[src/core/kmsd_pkg.sv]
// Constants, types and register map of the kernel segment decoder
package kmsd_pkg;

	// Register byte offsets
	localparam logic [7:0] OFS_MODE   = 8'h00;
	localparam logic [7:0] OFS_TAG    = 8'h04;
	localparam logic [7:0] OFS_STAT   = 8'h08;
	localparam logic [7:0] OFS_ERR_LO = 8'h0C;
	localparam logic [7:0] OFS_ERR_HI = 8'h10;

	// Widths
	localparam int unsigned TAG_W = 8;
	localparam int unsigned PA_W  = 32;

	// Reset values of the mode register fields and the tag register
	localparam logic [1:0] PRIV_RST  = 2'h0;
	localparam logic       EXL_RST   = 1'h0;
	localparam logic       ERL_RST   = 1'h1;
	localparam logic       KX_RST    = 1'h0;
	localparam logic [2:0] K0_RST    = 3'h3;
	localparam logic [7:0] TAG_RST   = 8'h00;

	// Field codes
	localparam logic [1:0] PRIV_KERNEL   = 2'h0;
	localparam logic [2:0] ATTR_UNCACHED = 3'h2;
	localparam logic [2:0] TOP_CACHED    = 3'h4;
	localparam logic [2:0] TOP_UNCACHED  = 3'h5;
	localparam logic [2:0] TOP_SUPER     = 3'h6;
	localparam logic [2:0] TOP_MAPPED    = 3'h7;
	localparam logic [1:0] RGN_USER      = 2'h0;
	localparam logic [1:0] RGN_SUPER     = 2'h1;
	localparam logic [1:0] RGN_PHYS      = 2'h2;
	localparam logic [1:0] RGN_KERNEL    = 2'h3;

	// Address constants
	localparam logic [31:0] BASE_CACHED   = 32'h8000_0000;
	localparam logic [31:0] BASE_UNCACHED = 32'hA000_0000;
	localparam logic [63:0] XMAPPED_END   = 64'hC000_00FF_7FFF_FFFF;

	typedef enum logic [3:0] {
		SEG_NONE, SEG_K_USER, SEG_K_CACHED, SEG_K_UNCACHED, SEG_K_SUPER, SEG_K_MAPPED,
		SEG_X_USER, SEG_X_SUPER, SEG_X_PHYS, SEG_X_MAPPED,
		SEG_C_CACHED, SEG_C_UNCACHED, SEG_C_SUPER, SEG_C_MAPPED, SEG_BAD
	} kmsd_seg_t;

	// Mode register layout, bit 7 downward
	typedef struct packed {
		logic [2:0] unmapped_cache_attribute_field;
		logic       kernel_wide_addressing_bit;
		logic       error_level_bit;
		logic       exception_level_bit;
		logic [1:0] privilege_mode_field;
	} kmsd_mode_t;

	typedef struct packed {
		logic        last_err;
		kmsd_seg_t   last_seg;
		logic        wide;
		logic        kernel;
	} kmsd_stat_t;

	typedef struct packed {
		logic        valid;
		logic [63:0] vaddr;
	} kmsd_req_t;

	typedef struct packed {
		logic             valid;
		logic             kernel;
		logic             wide_refill;
		logic             mapped;
		logic             cached;
		logic             addr_err;
		kmsd_seg_t        seg;
		logic [TAG_W-1:0] tag;
		logic [PA_W-1:0]  paddr;
	} kmsd_res_t;

endpackage
[src/core/kmsd_decoder.sv]
// Kernel privilege and segment decoder with its APB register file
//
// What this block does
// RQ1: Kernel when mode 00, or EXCEPTION_LEVEL_BIT, or ERROR_LEVEL_BIT
// RQ2: Wide bit picks 64-bit map and refill
// RQ3: Exception enters kernel; return restores prior mode
// RQ4: 32-bit A31 clear: tagged mapped user segment
// RQ5: Error level makes user region unmapped, uncached
// RQ6: Top bits 100: unmapped, minus base, attribute cached
// RQ7: Top bits 101: unmapped, minus base, uncached
// RQ8: Top bits 110: tagged mapped supervisor segment
// RQ9: Top bits 111: tagged mapped kernel segment
// RQ10: Wide region 00: tagged mapped user segment
// RQ11: Wide region 01: tagged mapped supervisor segment
// RQ12: Wide region 10: physical window, 58:32 checked
// RQ13: Wide region 11: mapped kernel up to end
// RQ14: Bits 61:31 all ones choose compatibility windows
// RQ15: Compat cached window follows attribute field
// RQ16: Compat uncached window is unmapped, uncached
// RQ17: Compat supervisor and kernel windows mapped
// RQ18: 32-bit addresses not checked for sign extension
// RQ19: Software avoids signed 32-bit address overflow
// RQ20: Address space tag is eight bits
// RQ21: Undecoded wide addresses raise address error
//
// Our own choices: the APB slave port and the register offsets.
`timescale 1ns/1ps
module kmsd_decoder (
	input  wire logic                pclk,
	input  wire logic                presetn,
	input  wire logic                psel,
	input  wire logic                penable,
	input  wire logic                pwrite,
	input  wire logic [7:0]          paddr,
	input  wire logic [31:0]         pwdata,
	output logic      [31:0]         prdata,
	output logic                     pready,
	output logic                     pslverr,
	input  wire logic                exc_detect,
	input  wire logic                exc_return,
	input  wire kmsd_pkg::kmsd_req_t req,
	output kmsd_pkg::kmsd_res_t      res,
	output logic                     kernel_priv,
	output logic                     wide_refill_sel
);

	kmsd_pkg::kmsd_mode_t             mode_q;
	kmsd_pkg::kmsd_mode_t             mode_d;
	logic [kmsd_pkg::TAG_W-1:0]       tag_q;
	kmsd_pkg::kmsd_res_t              res_d;
	kmsd_pkg::kmsd_res_t              res_q;
	kmsd_pkg::kmsd_stat_t             stat_q;
	logic [63:0]                      errva_q;
	logic                             kernel_q;
	logic                             wide_q;
	logic [31:0]                      prdata_q;
	logic [31:0]                      rd_mux;
	logic                             hit;
	logic                             pready_q;
	logic                             pslverr_q;
	logic                             setup;
	logic                             wr_acc;
	logic                             wr_mode;
	logic                             wr_tag;
	logic [63:0]                      va;
	logic                             kern_now;

	// Kernel privilege from the three mode conditions
	function automatic logic is_kernel(input kmsd_pkg::kmsd_mode_t m);
		is_kernel = (m.privilege_mode_field == kmsd_pkg::PRIV_KERNEL)
			|| m.exception_level_bit || m.error_level_bit; // [RQ1]
	endfunction

	// Upper half of a 32-bit kernel map; shared by compat windows
	function automatic kmsd_pkg::kmsd_res_t dec_top(
		input logic [31:0]          a,
		input kmsd_pkg::kmsd_mode_t m,
		input logic [7:0]           t,
		input logic                 compat
	);
		kmsd_pkg::kmsd_res_t r;
		r = '0;
		unique case (a[31:29])
			kmsd_pkg::TOP_CACHED:
			begin
				r.seg    = compat ? kmsd_pkg::SEG_C_CACHED : kmsd_pkg::SEG_K_CACHED;
				r.paddr  = a - kmsd_pkg::BASE_CACHED; // [RQ6] [RQ15]
				r.cached = m.unmapped_cache_attribute_field != kmsd_pkg::ATTR_UNCACHED;
			end
			kmsd_pkg::TOP_UNCACHED:
			begin
				r.seg    = compat ? kmsd_pkg::SEG_C_UNCACHED : kmsd_pkg::SEG_K_UNCACHED;
				r.paddr  = a - kmsd_pkg::BASE_UNCACHED; // [RQ7] [RQ16]
				r.cached = 1'b0;
			end
			kmsd_pkg::TOP_SUPER:
			begin
				r.seg    = compat ? kmsd_pkg::SEG_C_SUPER : kmsd_pkg::SEG_K_SUPER;
				r.mapped = 1'b1; // [RQ8] [RQ17]
				r.tag    = t;
			end
			kmsd_pkg::TOP_MAPPED:
			begin
				r.seg    = compat ? kmsd_pkg::SEG_C_MAPPED : kmsd_pkg::SEG_K_MAPPED;
				r.mapped = 1'b1; // [RQ9] [RQ17]
				r.tag    = t;
			end
			default:
			begin
				r.seg      = kmsd_pkg::SEG_BAD;
				r.addr_err = 1'b1;
			end
		endcase
		dec_top = r;
	endfunction

	// APB phase decode; a zero-wait slave
	assign setup   = psel && !penable;
	assign wr_acc  = psel && penable && pready_q && pwrite;
	assign wr_mode = wr_acc && (paddr == kmsd_pkg::OFS_MODE);
	assign wr_tag  = wr_acc && (paddr == kmsd_pkg::OFS_TAG);

	// Read mux; unmapped offsets read zero and flag an error
	always_comb
	begin
		rd_mux = 32'h0000_0000;
		hit    = 1'b1;
		unique case (paddr)
			kmsd_pkg::OFS_MODE:   rd_mux = {24'h00_0000, mode_q};
			kmsd_pkg::OFS_TAG:    rd_mux = {24'h00_0000, tag_q};
			kmsd_pkg::OFS_STAT:   rd_mux = {25'h000_0000, stat_q};
			kmsd_pkg::OFS_ERR_LO: rd_mux = errva_q[31:0];
			kmsd_pkg::OFS_ERR_HI: rd_mux = errva_q[63:32];
			default:              hit    = 1'b0;
		endcase
	end

	// Answer phase: ready follows every setup cycle by one edge
	always_ff @(posedge pclk or negedge presetn)
	begin
		if (!presetn)
		begin
			pready_q  <= 1'b0;
			pslverr_q <= 1'b0;
			prdata_q  <= 32'h0000_0000;
		end
		else
		begin
			pready_q  <= setup;
			pslverr_q <= setup && !hit;
			prdata_q  <= (setup && !pwrite) ? rd_mux : 32'h0000_0000;
		end
	end

	// Mode next value; hardware events win over a software write
	always_comb
	begin
		mode_d = mode_q;
		if (wr_mode)
			mode_d = kmsd_pkg::kmsd_mode_t'(pwdata[7:0]);
		if (exc_detect)
			mode_d.exception_level_bit = 1'b1; // [RQ3]
		else if (exc_return)
		begin
			// Error level is unwound first, as the return would
			if (mode_q.error_level_bit)
				mode_d.error_level_bit = 1'b0; // [RQ3]
			else
				mode_d.exception_level_bit = 1'b0; // [RQ3]
		end
	end

	// Mode register and derived privilege outputs
	always_ff @(posedge pclk or negedge presetn)
	begin
		if (!presetn)
		begin
			mode_q   <= '{kmsd_pkg::K0_RST, kmsd_pkg::KX_RST, kmsd_pkg::ERL_RST,
				kmsd_pkg::EXL_RST, kmsd_pkg::PRIV_RST};
			kernel_q <= 1'b1;
			wide_q   <= 1'b0;
		end
		else
		begin
			mode_q   <= mode_d;
			kernel_q <= is_kernel(mode_d); // [RQ1]
			wide_q   <= is_kernel(mode_d) && mode_d.kernel_wide_addressing_bit; // [RQ2]
		end
	end

	// Address space tag register
	always_ff @(posedge pclk or negedge presetn)
	begin
		if (!presetn)
			tag_q <= kmsd_pkg::TAG_RST;
		else if (wr_tag)
			tag_q <= pwdata[kmsd_pkg::TAG_W-1:0]; // [RQ20]
	end

	assign va       = req.vaddr;
	assign kern_now = is_kernel(mode_q);

	// Segment decode of the presented virtual address
	always_comb
	begin
		res_d             = '0;
		res_d.seg         = kmsd_pkg::SEG_NONE;
		if (!kern_now)
			res_d.seg = kmsd_pkg::SEG_NONE;
		else if (!mode_q.kernel_wide_addressing_bit)
		begin
			// Bits 63:32 are trusted to mirror bit 31 here
			if (!va[31]) // [RQ18]
			begin
				res_d.seg = kmsd_pkg::SEG_K_USER;
				if (mode_q.error_level_bit)
					res_d.paddr = va[31:0]; // [RQ5]
				else
				begin
					res_d.mapped = 1'b1; // [RQ4]
					res_d.tag    = tag_q;
				end
			end
			else
				res_d = dec_top(va[31:0], mode_q, tag_q, 1'b0);
		end
		else
		begin
			unique case (va[63:62])
				kmsd_pkg::RGN_USER:
				begin
					res_d.seg = kmsd_pkg::SEG_X_USER;
					if (mode_q.error_level_bit && (va[61:31] == '0))
						res_d.paddr = va[31:0]; // [RQ5]
					else if (va[61:40] != '0)
					begin
						res_d.seg      = kmsd_pkg::SEG_BAD;
						res_d.addr_err = 1'b1; // [RQ21]
					end
					else
					begin
						res_d.mapped = 1'b1; // [RQ10]
						res_d.tag    = tag_q;
					end
				end
				kmsd_pkg::RGN_SUPER:
				begin
					res_d.seg = kmsd_pkg::SEG_X_SUPER;
					if (va[61:40] != '0)
					begin
						res_d.seg      = kmsd_pkg::SEG_BAD;
						res_d.addr_err = 1'b1; // [RQ21]
					end
					else
					begin
						res_d.mapped = 1'b1; // [RQ11]
						res_d.tag    = tag_q;
					end
				end
				kmsd_pkg::RGN_PHYS:
				begin
					res_d.seg = kmsd_pkg::SEG_X_PHYS;
					if (va[58:32] != '0)
						res_d.addr_err = 1'b1; // [RQ12]
					else
					begin
						// Bits 61:59 carry the window's cache attribute
						res_d.paddr  = va[31:0]; // [RQ12]
						res_d.cached = va[61:59] != kmsd_pkg::ATTR_UNCACHED;
					end
				end
				kmsd_pkg::RGN_KERNEL:
				begin
					if (&va[61:31])
						res_d = dec_top(va[31:0], mode_q, tag_q, 1'b1); // [RQ14]
					else if (va <= kmsd_pkg::XMAPPED_END)
					begin
						res_d.seg    = kmsd_pkg::SEG_X_MAPPED;
						res_d.mapped = 1'b1; // [RQ13]
						res_d.tag    = tag_q;
					end
					else
					begin
						res_d.seg      = kmsd_pkg::SEG_BAD;
						res_d.addr_err = 1'b1; // [RQ21]
					end
				end
			endcase
		end
		res_d.valid       = req.valid;
		res_d.kernel      = kern_now;
		res_d.wide_refill = kern_now && mode_q.kernel_wide_addressing_bit; // [RQ2]
	end

	// Result register; a one-cycle answer to each valid request
	always_ff @(posedge pclk or negedge presetn)
	begin
		if (!presetn)
			res_q <= '0;
		else if (req.valid)
			res_q <= res_d;
		else
			res_q.valid <= 1'b0;
	end

	// Status and faulting address for software inspection
	always_ff @(posedge pclk or negedge presetn)
	begin
		if (!presetn)
		begin
			stat_q  <= '{1'b0, kmsd_pkg::SEG_NONE, 1'b0, 1'b1};
			errva_q <= 64'h0000_0000_0000_0000;
		end
		else
		begin
			stat_q.kernel <= is_kernel(mode_d);
			stat_q.wide   <= is_kernel(mode_d) && mode_d.kernel_wide_addressing_bit;
			if (req.valid)
			begin
				stat_q.last_seg <= res_d.seg;
				stat_q.last_err <= res_d.addr_err;
			end
			// Only a faulting reference overwrites the held address
			if (req.valid && res_d.addr_err)
				errva_q <= va;
		end
	end

	assign prdata          = prdata_q;
	assign pready          = pready_q;
	assign pslverr         = pslverr_q;
	assign res             = res_q;
	assign kernel_priv     = kernel_q;
	assign wide_refill_sel = wide_q;

	// Privilege output matches the mode conditions
	AST_KERNEL_COND: assert property (@(posedge pclk) disable iff (!presetn) // [RQ1]
		kernel_priv == ((mode_q.privilege_mode_field == kmsd_pkg::PRIV_KERNEL)
			|| mode_q.exception_level_bit || mode_q.error_level_bit))
		else $error("kernel privilege does not match mode");

	// An exception always yields kernel privilege next cycle
	AST_EXC_ENTER: assert property (@(posedge pclk) disable iff (!presetn) // [RQ3]
		exc_detect |=> kernel_priv && mode_q.exception_level_bit)
		else $error("exception did not enter kernel");

	// Exception level holds until a return or a write
	AST_EXC_HOLD: assert property (@(posedge pclk) disable iff (!presetn) // [RQ3]
		(mode_q.exception_level_bit && !exc_return && !wr_mode) |=> mode_q.exception_level_bit)
		else $error("exception level dropped early");

	// Refill route follows the wide bit in kernel
	AST_WIDE: assert property (@(posedge pclk) disable iff (!presetn) // [RQ2]
		(req.valid && kern_now) |=> res.wide_refill == $past(mode_q.kernel_wide_addressing_bit))
		else $error("refill route wrong");

	// User region mapped and tagged outside error level
	AST_USER_MAP: assert property (@(posedge pclk) disable iff (!presetn) // [RQ4]
		(req.valid && kern_now && !mode_q.kernel_wide_addressing_bit && !va[31]
			&& !mode_q.error_level_bit) |=> res.mapped && res.tag == $past(tag_q))
		else $error("user segment not mapped");

	// Error level turns the user region into direct space
	AST_ERL_DIRECT: assert property (@(posedge pclk) disable iff (!presetn) // [RQ5]
		(req.valid && mode_q.error_level_bit && !mode_q.kernel_wide_addressing_bit && !va[31])
		|=> !res.mapped && !res.cached && res.paddr == $past(va[31:0]))
		else $error("error level user region wrong");

	// Cached direct segment subtracts its base
	AST_CACHED_PA: assert property (@(posedge pclk) disable iff (!presetn) // [RQ6]
		(req.valid && kern_now && !mode_q.kernel_wide_addressing_bit
			&& va[31:29] == kmsd_pkg::TOP_CACHED)
		|=> res.paddr == $past(va[31:0]) - kmsd_pkg::BASE_CACHED && !res.mapped)
		else $error("cached direct address wrong");

	// Uncached direct segment never caches
	AST_UNCACHED_PA: assert property (@(posedge pclk) disable iff (!presetn) // [RQ7]
		(req.valid && kern_now && !mode_q.kernel_wide_addressing_bit
			&& va[31:29] == kmsd_pkg::TOP_UNCACHED)
		|=> res.paddr == $past(va[31:0]) - kmsd_pkg::BASE_UNCACHED && !res.cached)
		else $error("uncached direct address wrong");

	// Physical window checks bits 58:32
	AST_PHYS_ERR: assert property (@(posedge pclk) disable iff (!presetn) // [RQ12]
		(req.valid && kern_now && mode_q.kernel_wide_addressing_bit
			&& va[63:62] == kmsd_pkg::RGN_PHYS && va[58:32] != '0) |=> res.addr_err)
		else $error("physical window error missed");

	// Beyond the mapped kernel end and outside compat: error
	AST_XK_END: assert property (@(posedge pclk) disable iff (!presetn) // [RQ21]
		(req.valid && kern_now && mode_q.kernel_wide_addressing_bit && !(&va[61:31])
			&& va > kmsd_pkg::XMAPPED_END) |=> res.addr_err && !res.mapped)
		else $error("undecoded wide address accepted");

	// All-ones middle bits land in a compat window next cycle
	AST_COMPAT: assert property (@(posedge pclk) disable iff (!presetn) // [RQ14]
		(req.valid && kern_now && mode_q.kernel_wide_addressing_bit
			&& va[63:62] == kmsd_pkg::RGN_KERNEL && (&va[61:31]))
		|=> res.valid && !res.addr_err && res.seg inside {kmsd_pkg::SEG_C_CACHED,
			kmsd_pkg::SEG_C_UNCACHED, kmsd_pkg::SEG_C_SUPER, kmsd_pkg::SEG_C_MAPPED})
		else $error("compat window not selected");

endmodule

[config.mk]
export PLATFORM = sky130hd
export DESIGN_NAME = kmsd_decoder
export DESIGN_NICKNAME = d
export VERILOG_FILES = /design/src/core/kmsd_pkg.sv /design/src/core/kmsd_decoder.sv
export SDC_FILE = /design/constraint.sdc
export NUM_CORES = 1
export LEC_CHECK = 0
export ABC_AREA = 1
export ABC_CLOCK_PERIOD_IN_PS = 3600
export BUFFER_PORTS_ARGS = -buffer_cell sky130_fd_sc_hd__buf_2
export CORE_ASPECT_RATIO = 1.2
export CORE_MARGIN = 5
export CORE_UTILIZATION = 58
export DETAILED_ROUTE_END_ITERATION = 8
export PLACE_DENSITY = 0.85
export SYNTH_ARGS = -nofsm -noshare
export SYNTH_HDL_FRONTEND = slang
export SYNTH_SLANG_ARGS = --single-unit
[constraint.sdc]
create_clock -name pclk -period 3.6 [get_ports pclk]
set_clock_uncertainty 0.1 [all_clocks]
set_input_delay 0.18 -clock pclk [delete_from_list [all_inputs] [get_ports pclk]]
set_output_delay 0.18 -clock pclk [all_outputs]
set_load 0.03 [all_outputs]
### After elaboration in Yosys (flattened, before gate mapping)

Index checks and enable logic that the tools add are counted.

| storage, ports and cells | value |
|---|---|
| flip-flop bits (word level) | 166 |
| bits of input ports | 112 |
| logic and storage cells | 117 |

| operators by class | value |
|---|---|
| $add $sub $neg | 2 |
| order comparisons | 1 |
| eq/ne operators | 13 |
| multiplexer cells | 50 |
| reductions and logical operators | 30 |

Operators with widths:

| cell | count |
|---|---|
| 32-bit case mux with 5 select lines | 1 |
| 32-bit 2-to-1 mux | 4 |
| 32-bit case mux with 3 select lines | 1 |
| 64-bit <= comparator (second input constant) | 1 |
| 32-bit case mux with 2 select lines | 1 |
| 32-bit subtractor (second input constant) | 2 |
| 47-bit 2-to-1 mux | 1 |
| 44-bit 2-to-1 mux | 1 |
| 40-bit 2-to-1 mux | 1 |
| 8-bit 2-to-1 mux | 4 |
| 31-bit zero test | 1 |
| 31-bit 2-to-1 mux | 1 |
| 31-bit AND reduction | 1 |
| 27-bit nonzero test | 1 |
| 13-bit 2-to-1 mux | 2 |
| 8-bit case mux with 3 select lines | 1 |
| 22-bit nonzero test | 1 |
| 5-bit case mux with 4 select lines | 1 |
| 1-bit 2-to-1 mux | 19 |
| 8-bit by 4-bit equality test with 1-bit output (second input constant) | 2 |
| 4-bit case mux with 4 select lines | 1 |
| 5-bit 2-to-1 mux | 3 |
| 3-bit equality test (second input constant) | 4 |
| 1-bit logical AND | 12 |
| other kinds (18) | 29 |

### Logic depth before layout (Yosys ltp)

| depth | value |
|---|---|
| word-level depth | 11 |
| gate-level depth with buffers | 17 |
| gate-level depth less buffers | 15 |

### Worst setup path after synthesis

OpenSTA, ideal clock, no wires.

| timing | value |
|---|---|
| path type | register to register |
| start | reg mode_q[3] (netlist name) |
| end | reg res_q (netlist bit res[19]) |
| setup time | 0.066 ns |
| arrival | 1.668 ns |
| data required time | 3.434 ns |
| setup slack | 1.766 ns |
| stages on the path, launching flop included | 11 |
| path buffers | 2 |
| period minus slack after synthesis | 1.834 ns |
| path through | dfstp_2 inv_1 nor2_1 nand4_1 nor3_1 nand2_1 nand4_1 buf_2 buf_4 nand2_1 nand2_1 |

| between the ends | value |
|---|---|
| longest elaborated chain between the ends | 5 |
| elaborated cells on any way between the ends | 8 |

RTL lines:

| what | line | text |
|---|---|---|
| start: declaration | kmsd_decoder.sv:47 | `kmsd_pkg::kmsd_mode_t mode_q;` |
| start signal: assignment | kmsd_decoder.sv:178 | `mode_q <= '{kmsd_pkg::K0_RST, kmsd_pkg::KX_RST, kmsd_pkg::ERL_RST,` |
| start signal: assignment | kmsd_decoder.sv:185 | `mode_q <= mode_d;` |
| 1-bit logical AND | kmsd_decoder.sv:233 | `if (mode_q.error_level_bit && (va[61:31] == '0))` |
| 32-bit 2-to-1 mux | kmsd_decoder.sv:233 |  |
| 32-bit case mux with 3 select lines | kmsd_decoder.sv:229 | `unique case (va[63:62])` |
| 47-bit 2-to-1 mux | kmsd_decoder.sv:210 | `else if (!mode_q.kernel_wide_addressing_bit)` |
| 40-bit 2-to-1 mux * | kmsd_decoder.sv:208 | `if (!kern_now)` |
| end signal: assignment | kmsd_decoder.sv:301 | `res_q <= res_d;` |
| end: declaration | kmsd_decoder.sv:51 | `kmsd_pkg::kmsd_res_t res_q;` |

Every way passes the cells marked *; elsewhere a longest branch is shown, timed or not.
A chain may end at the register's enable or synchronous reset.

### Worst setup path in the final report

| timing | value |
|---|---|
| start | reg mode_q[3] (netlist name) |
| end | reg errva_q[30] |

| between the ends | value |
|---|---|
| longest elaborated chain between the ends | 6 |
| elaborated cells on any way between the ends | 7 |

RTL lines:

| what | line | text |
|---|---|---|
| 1-bit logical AND | kmsd_decoder.sv:233 |  |
| 13-bit 2-to-1 mux | kmsd_decoder.sv:233 |  |
| 5-bit case mux with 4 select lines | kmsd_decoder.sv:229 |  |
| 47-bit 2-to-1 mux | kmsd_decoder.sv:210 |  |
| 3-bit 2-to-1 mux * | kmsd_decoder.sv:208 |  |
| 1-bit logical AND * | kmsd_decoder.sv:324 | `if (req.valid && res_d.addr_err)` |
| end signal: assignment | kmsd_decoder.sv:325 | `errva_q <= va;` |
| end: declaration | kmsd_decoder.sv:53 | `logic [63:0] errva_q;` |

Marked as above.

==> impl_results.md <==
* Run status: complete, no violations
* Net Switching at 1.354 mW
* Post-DP HPWL at 17.31 mm
* Cell taking the most area after synthesis: sky130_fd_sc_hd__dfrtp_1
* Post-Synthesis Net Count at 1,165
* Clock sinks at 166
* Share of synthesized cell area in and, or, nand and nor gates at 35.69%
* TritonCTS Buffers at 17
* Finished layout cell area at 10,580 um2
* DRC viols at 0
* Required arrival time at the worst endpoint at 3.86 ns
* Worst setup slack before clock tree synthesis at 0.7639 ns
* Crit path capture: errva_q[30]
* Vias after detailed routing at 8,374
* Core Util, Final at 74.32%
* Minimum setup slack in the final design at 0.8478 ns
* Final routed wire length divided by cell count at 18.63 um
* Area growth from synthesis to layout at 26.78%
* DIE AREA at 16,900 um2
* Clock tree buffer depth at 2
* Register clock-pin slew on the reported worst setup and hold paths at 0.07 ns
* Post-synthesis sequential element count at 166
* Xor/xnor share of the synthesized area at 0%
* Die W at 119.5 um
* PostCTS Resize Cnt at 0
* Deepest level of the CTS H-tree at 4
* Global-route wire length before repair at 43.63 mm
* Cell Count, Final, Fillers Out at 1,465
* Worst skew pair latency at 0.43 ns
* Flop2flop setup slack at 0.85 ns
* Post-DR vias/cell at 5.716
* Length of the first detailed-routing pass in iterations at 7
* Area share of the largest cell type after synthesis at 48.58%
* Number of DRC markers in iteration 0 at 917
* Total negative slack for setup checks at 0 ns
* Minimum hold slack at 0.02077 ns
* Multiplexer area fraction after synthesis at 0.6748%
* Count of boundary I/O pins at 198
* Total power after layout at 4.750 mW
* Critical Path End Type: register
* Yosys synthesis warning count at 0
* Top post-synthesis cells by area: sky130_fd_sc_hd__dfrtp_1, sky130_fd_sc_hd__nand2_1, sky130_fd_sc_hd__nand3_1
* Arrival time of the worst setup path at 3.01 ns
* Synthesized netlist cell count at 1,048
* Crit Path Category: register to register
* Design internal power at 3.397 mW
* Number of antenna violations at the first check in global routing at 0
* Final setup fails at 0
* Share of final-layout standard cells stronger than drive strength 1 at 23.49%
* Start point of the critical path: mode_q[3]
* TritonCTS clock tree: built
* Via count of the first global-routing pass at 8,447
* Kind of path behind the tightest hold check: input port to register
* Mapped cell area at 8344 um2
* Fraction of the mapped netlist area in compound gates at 5.563%
* Logic gate share of total power at 15.1%
* Number of placement rows at 48
* Number of routed nets with antenna violations at 0
* Final slew viol count at 0
* CTS Root Cell: sky130_fd_sc_hd__clkbuf_16
* Post-Route WL at 27.29 mm
* Global-route congestion overflow total at 0
* Critical register-to-register path startpoint: mode_q[3]
* Synthesized area divided by synthesized cell count at 7.962 um2
* Number of nets in the finished design at 1,394
* Initial Utilization at 58.62%
* RSZ-0062 raised after global routing: no
* Maximum fanout along the worst path at 64
* Die height at 141.4 um
* Net switching fraction of the power at 28.49%
* Clock network fraction of total power at 39.6%
* R2r worst-path depth at 9
* Top achievable clock speed at 363.4 MHz
* Routability Congestion at 0.9863
* Worst slew margin relative to its limit at 33.65%
* Worst-margin pin slew at 0.9953 ns
* Pwr/cell area at 449.0 nW/um2
* Library cells used by synthesis at 37
* Peak supply drop at 357.8 uV
* Power share of the sequential group at 45.3%
* Time the worst path needs with I/O delays and setup at 2.752 ns
* Core box area at 14,230 um2
* Post-place instance area at 9239 um2
* Max Cap Violations at 0
* Final Hold Violating Endpoints at 0
* Main combinational cell family by area after synthesis: simple AND/OR/NAND/NOR gates
* Static leakage at 5.586 nW
* Adder and majority gate portion of the synthesized area at 0.7497%
* Largest net degree at the start of global routing at 109
* Layout fillers at 999
* Port buffer count at 173
* Type of element launching the critical path: register
* Antenna diode instance count at 0
* Sequential share of the synthesized area at 49.84%
* Crit Reg-Reg Endpoint: errva_q[30]
* GRT Overall Usage at 32.94%
* Total setup buffers inserted after CTS at 0
* Crit share post-route at 76.45%
* Instance count after placement with tap cells included at 1,359
[how the worst min path moves through the flow]
stage                        from     endpoint  slack (ns)  depth (start not counted)
after floorplan           presetn   errva_q[0]       -0.22                          0
after global placement    presetn       res[4]        0.28                          1
after detailed placement  penable      pslverr        0.28                          2
after CTS                 req[63]  errva_q[63]       0.006                          3
after global routing      req[63]  errva_q[63]        0.03                          3
final                     req[63]  errva_q[63]        0.02                          3
[metal layers]
layer  track usage, %  wire [um]  vias to the layer above
li1                 -          -                     3838
met1            40.38      10460                     3975
met2            54.29      13430                      442
met3            8.971       2236                      119
met4            15.68       1168                        0
met5                0          0                        -
[timing repair]
item	4_1_cts	5_1_grt
endpoints found under the setup margin	0	0
hold buffers	74	0
hold endpoints to repair	213	0
[critical path: stages, from the launching register on]
cell and delay, ns:
sky130_fd_sc_hd__dfstp_2 0.54, sky130_fd_sc_hd__nor3_1 0.06, sky130_fd_sc_hd__nor2_2 0.48, sky130_fd_sc_hd__nand2_1 0.23, sky130_fd_sc_hd__nand2_1 0.14, sky130_fd_sc_hd__o21ai_1 0.08, sky130_fd_sc_hd__inv_2 0.08, sky130_fd_sc_hd__buf_4 0.54
sky130_fd_sc_hd__nand3_1 0.23, sky130_fd_sc_hd__nand2_1 0.12
[power by group through the flow]
stage | clock (mW) | combinational, mW | sequential, mW
after CTS | 1.89 | 0.700 | 2.15
final | 1.88 | 0.716 | 2.15
after global placement | 0 | 0.611 | 2.17
after floorplan | 0 | 0.394 | 2.19
after global routing | 1.97 | 0.792 | 2.17
after detailed placement | 0 | 0.631 | 2.18
[cell usage after synthesis]
library cell               number
sky130_fd_sc_hd__nand2_1      303
sky130_fd_sc_hd__dfrtp_1      162
sky130_fd_sc_hd__nand3_1      133
sky130_fd_sc_hd__nor2_1        88
sky130_fd_sc_hd__inv_1         65
sky130_fd_sc_hd__nand2_2       53
sky130_fd_sc_hd__a21oi_1       35
sky130_fd_sc_hd__o21ai_0       31
sky130_fd_sc_hd__nand4_1       28
sky130_fd_sc_hd__nand2b_1      25
sky130_fd_sc_hd__clkbuf_1      20
sky130_fd_sc_hd__inv_2         14
sky130_fd_sc_hd__nor3_1        12
sky130_fd_sc_hd__buf_2         11
sky130_fd_sc_hd__buf_4          8
sky130_fd_sc_hd__o22ai_1        7
sky130_fd_sc_hd__a211oi_1       6
sky130_fd_sc_hd__buf_8          5
sky130_fd_sc_hd__ha_1           5
sky130_fd_sc_hd__mux2_2         5
sky130_fd_sc_hd__dfstp_2        4
sky130_fd_sc_hd__nand2_4        3
sky130_fd_sc_hd__nor2_2         3
sky130_fd_sc_hd__nor3_2         3
sky130_fd_sc_hd__o21ai_1        3
sky130_fd_sc_hd__a31oi_1        2
sky130_fd_sc_hd__buf_6          2
sky130_fd_sc_hd__clkinv_1       2
sky130_fd_sc_hd__nand3b_1       2
sky130_fd_sc_hd__buf_1          1
sky130_fd_sc_hd__buf_12         1
sky130_fd_sc_hd__clkinv_4       1
sky130_fd_sc_hd__nor2_4         1
sky130_fd_sc_hd__nor4_1         1
sky130_fd_sc_hd__o21ai_2        1
sky130_fd_sc_hd__o311ai_0       1
sky130_fd_sc_hd__or3_1          1
[cells in the final DEF, fill, tap and decap left out, drive strengths merged, types with 2 or more instances in the layout]
| cell type | instances |
|---|---|
| nand2 | 359 |
| buf | 184 |
| dfrtp | 162 |
| nand3 | 133 |
| nor2 | 92 |
| inv | 81 |
| dlygate4sd3 | 74 |
| a21oi | 35 |
| o21ai | 35 |
| nand4 | 28 |
| nand2b | 25 |
| clkbuf | 21 |
| nor3 | 15 |
| o22ai | 7 |
| a211oi | 6 |
| clkinv | 6 |
| mux2 | 5 |
| ha | 5 |
| dfstp | 4 |
| bufinv | 3 |
| clkinvlp | 3 |
| a31oi | 2 |
| nand3b | 2 |
[registers in the layout, summed over array words and instances, names as in the netlist]
name / flops
pslverr: 1
pready: 1
res: 45
errva_q: 64
mode_q: 8
tag_q: 8
stat_q: 7
prdata: 32
[final cells by class]
cell class | instances | area (um2) | area share, %
clock buffer | 21 | 450.4 | 4.258
clock inverter | 11 | 148.9 | 1.407
inverter | 82 | 312.8 | 2.957
multi-input combinational | 752 | 3568 | 33.73
sequential | 166 | 4159 | 39.31
tap | 175 | 219.0 | 2.070
timing repair buffer | 258 | 1720 | 16.26
[cell families after synthesis]
logic type | count (synthesis)
flops | 166
compound gates | 86
mux | 5
fa+ha+maj | 5
simple gates | 656
buf+inv | 130
Note: power is estimated with default switching activity, not from simulation.
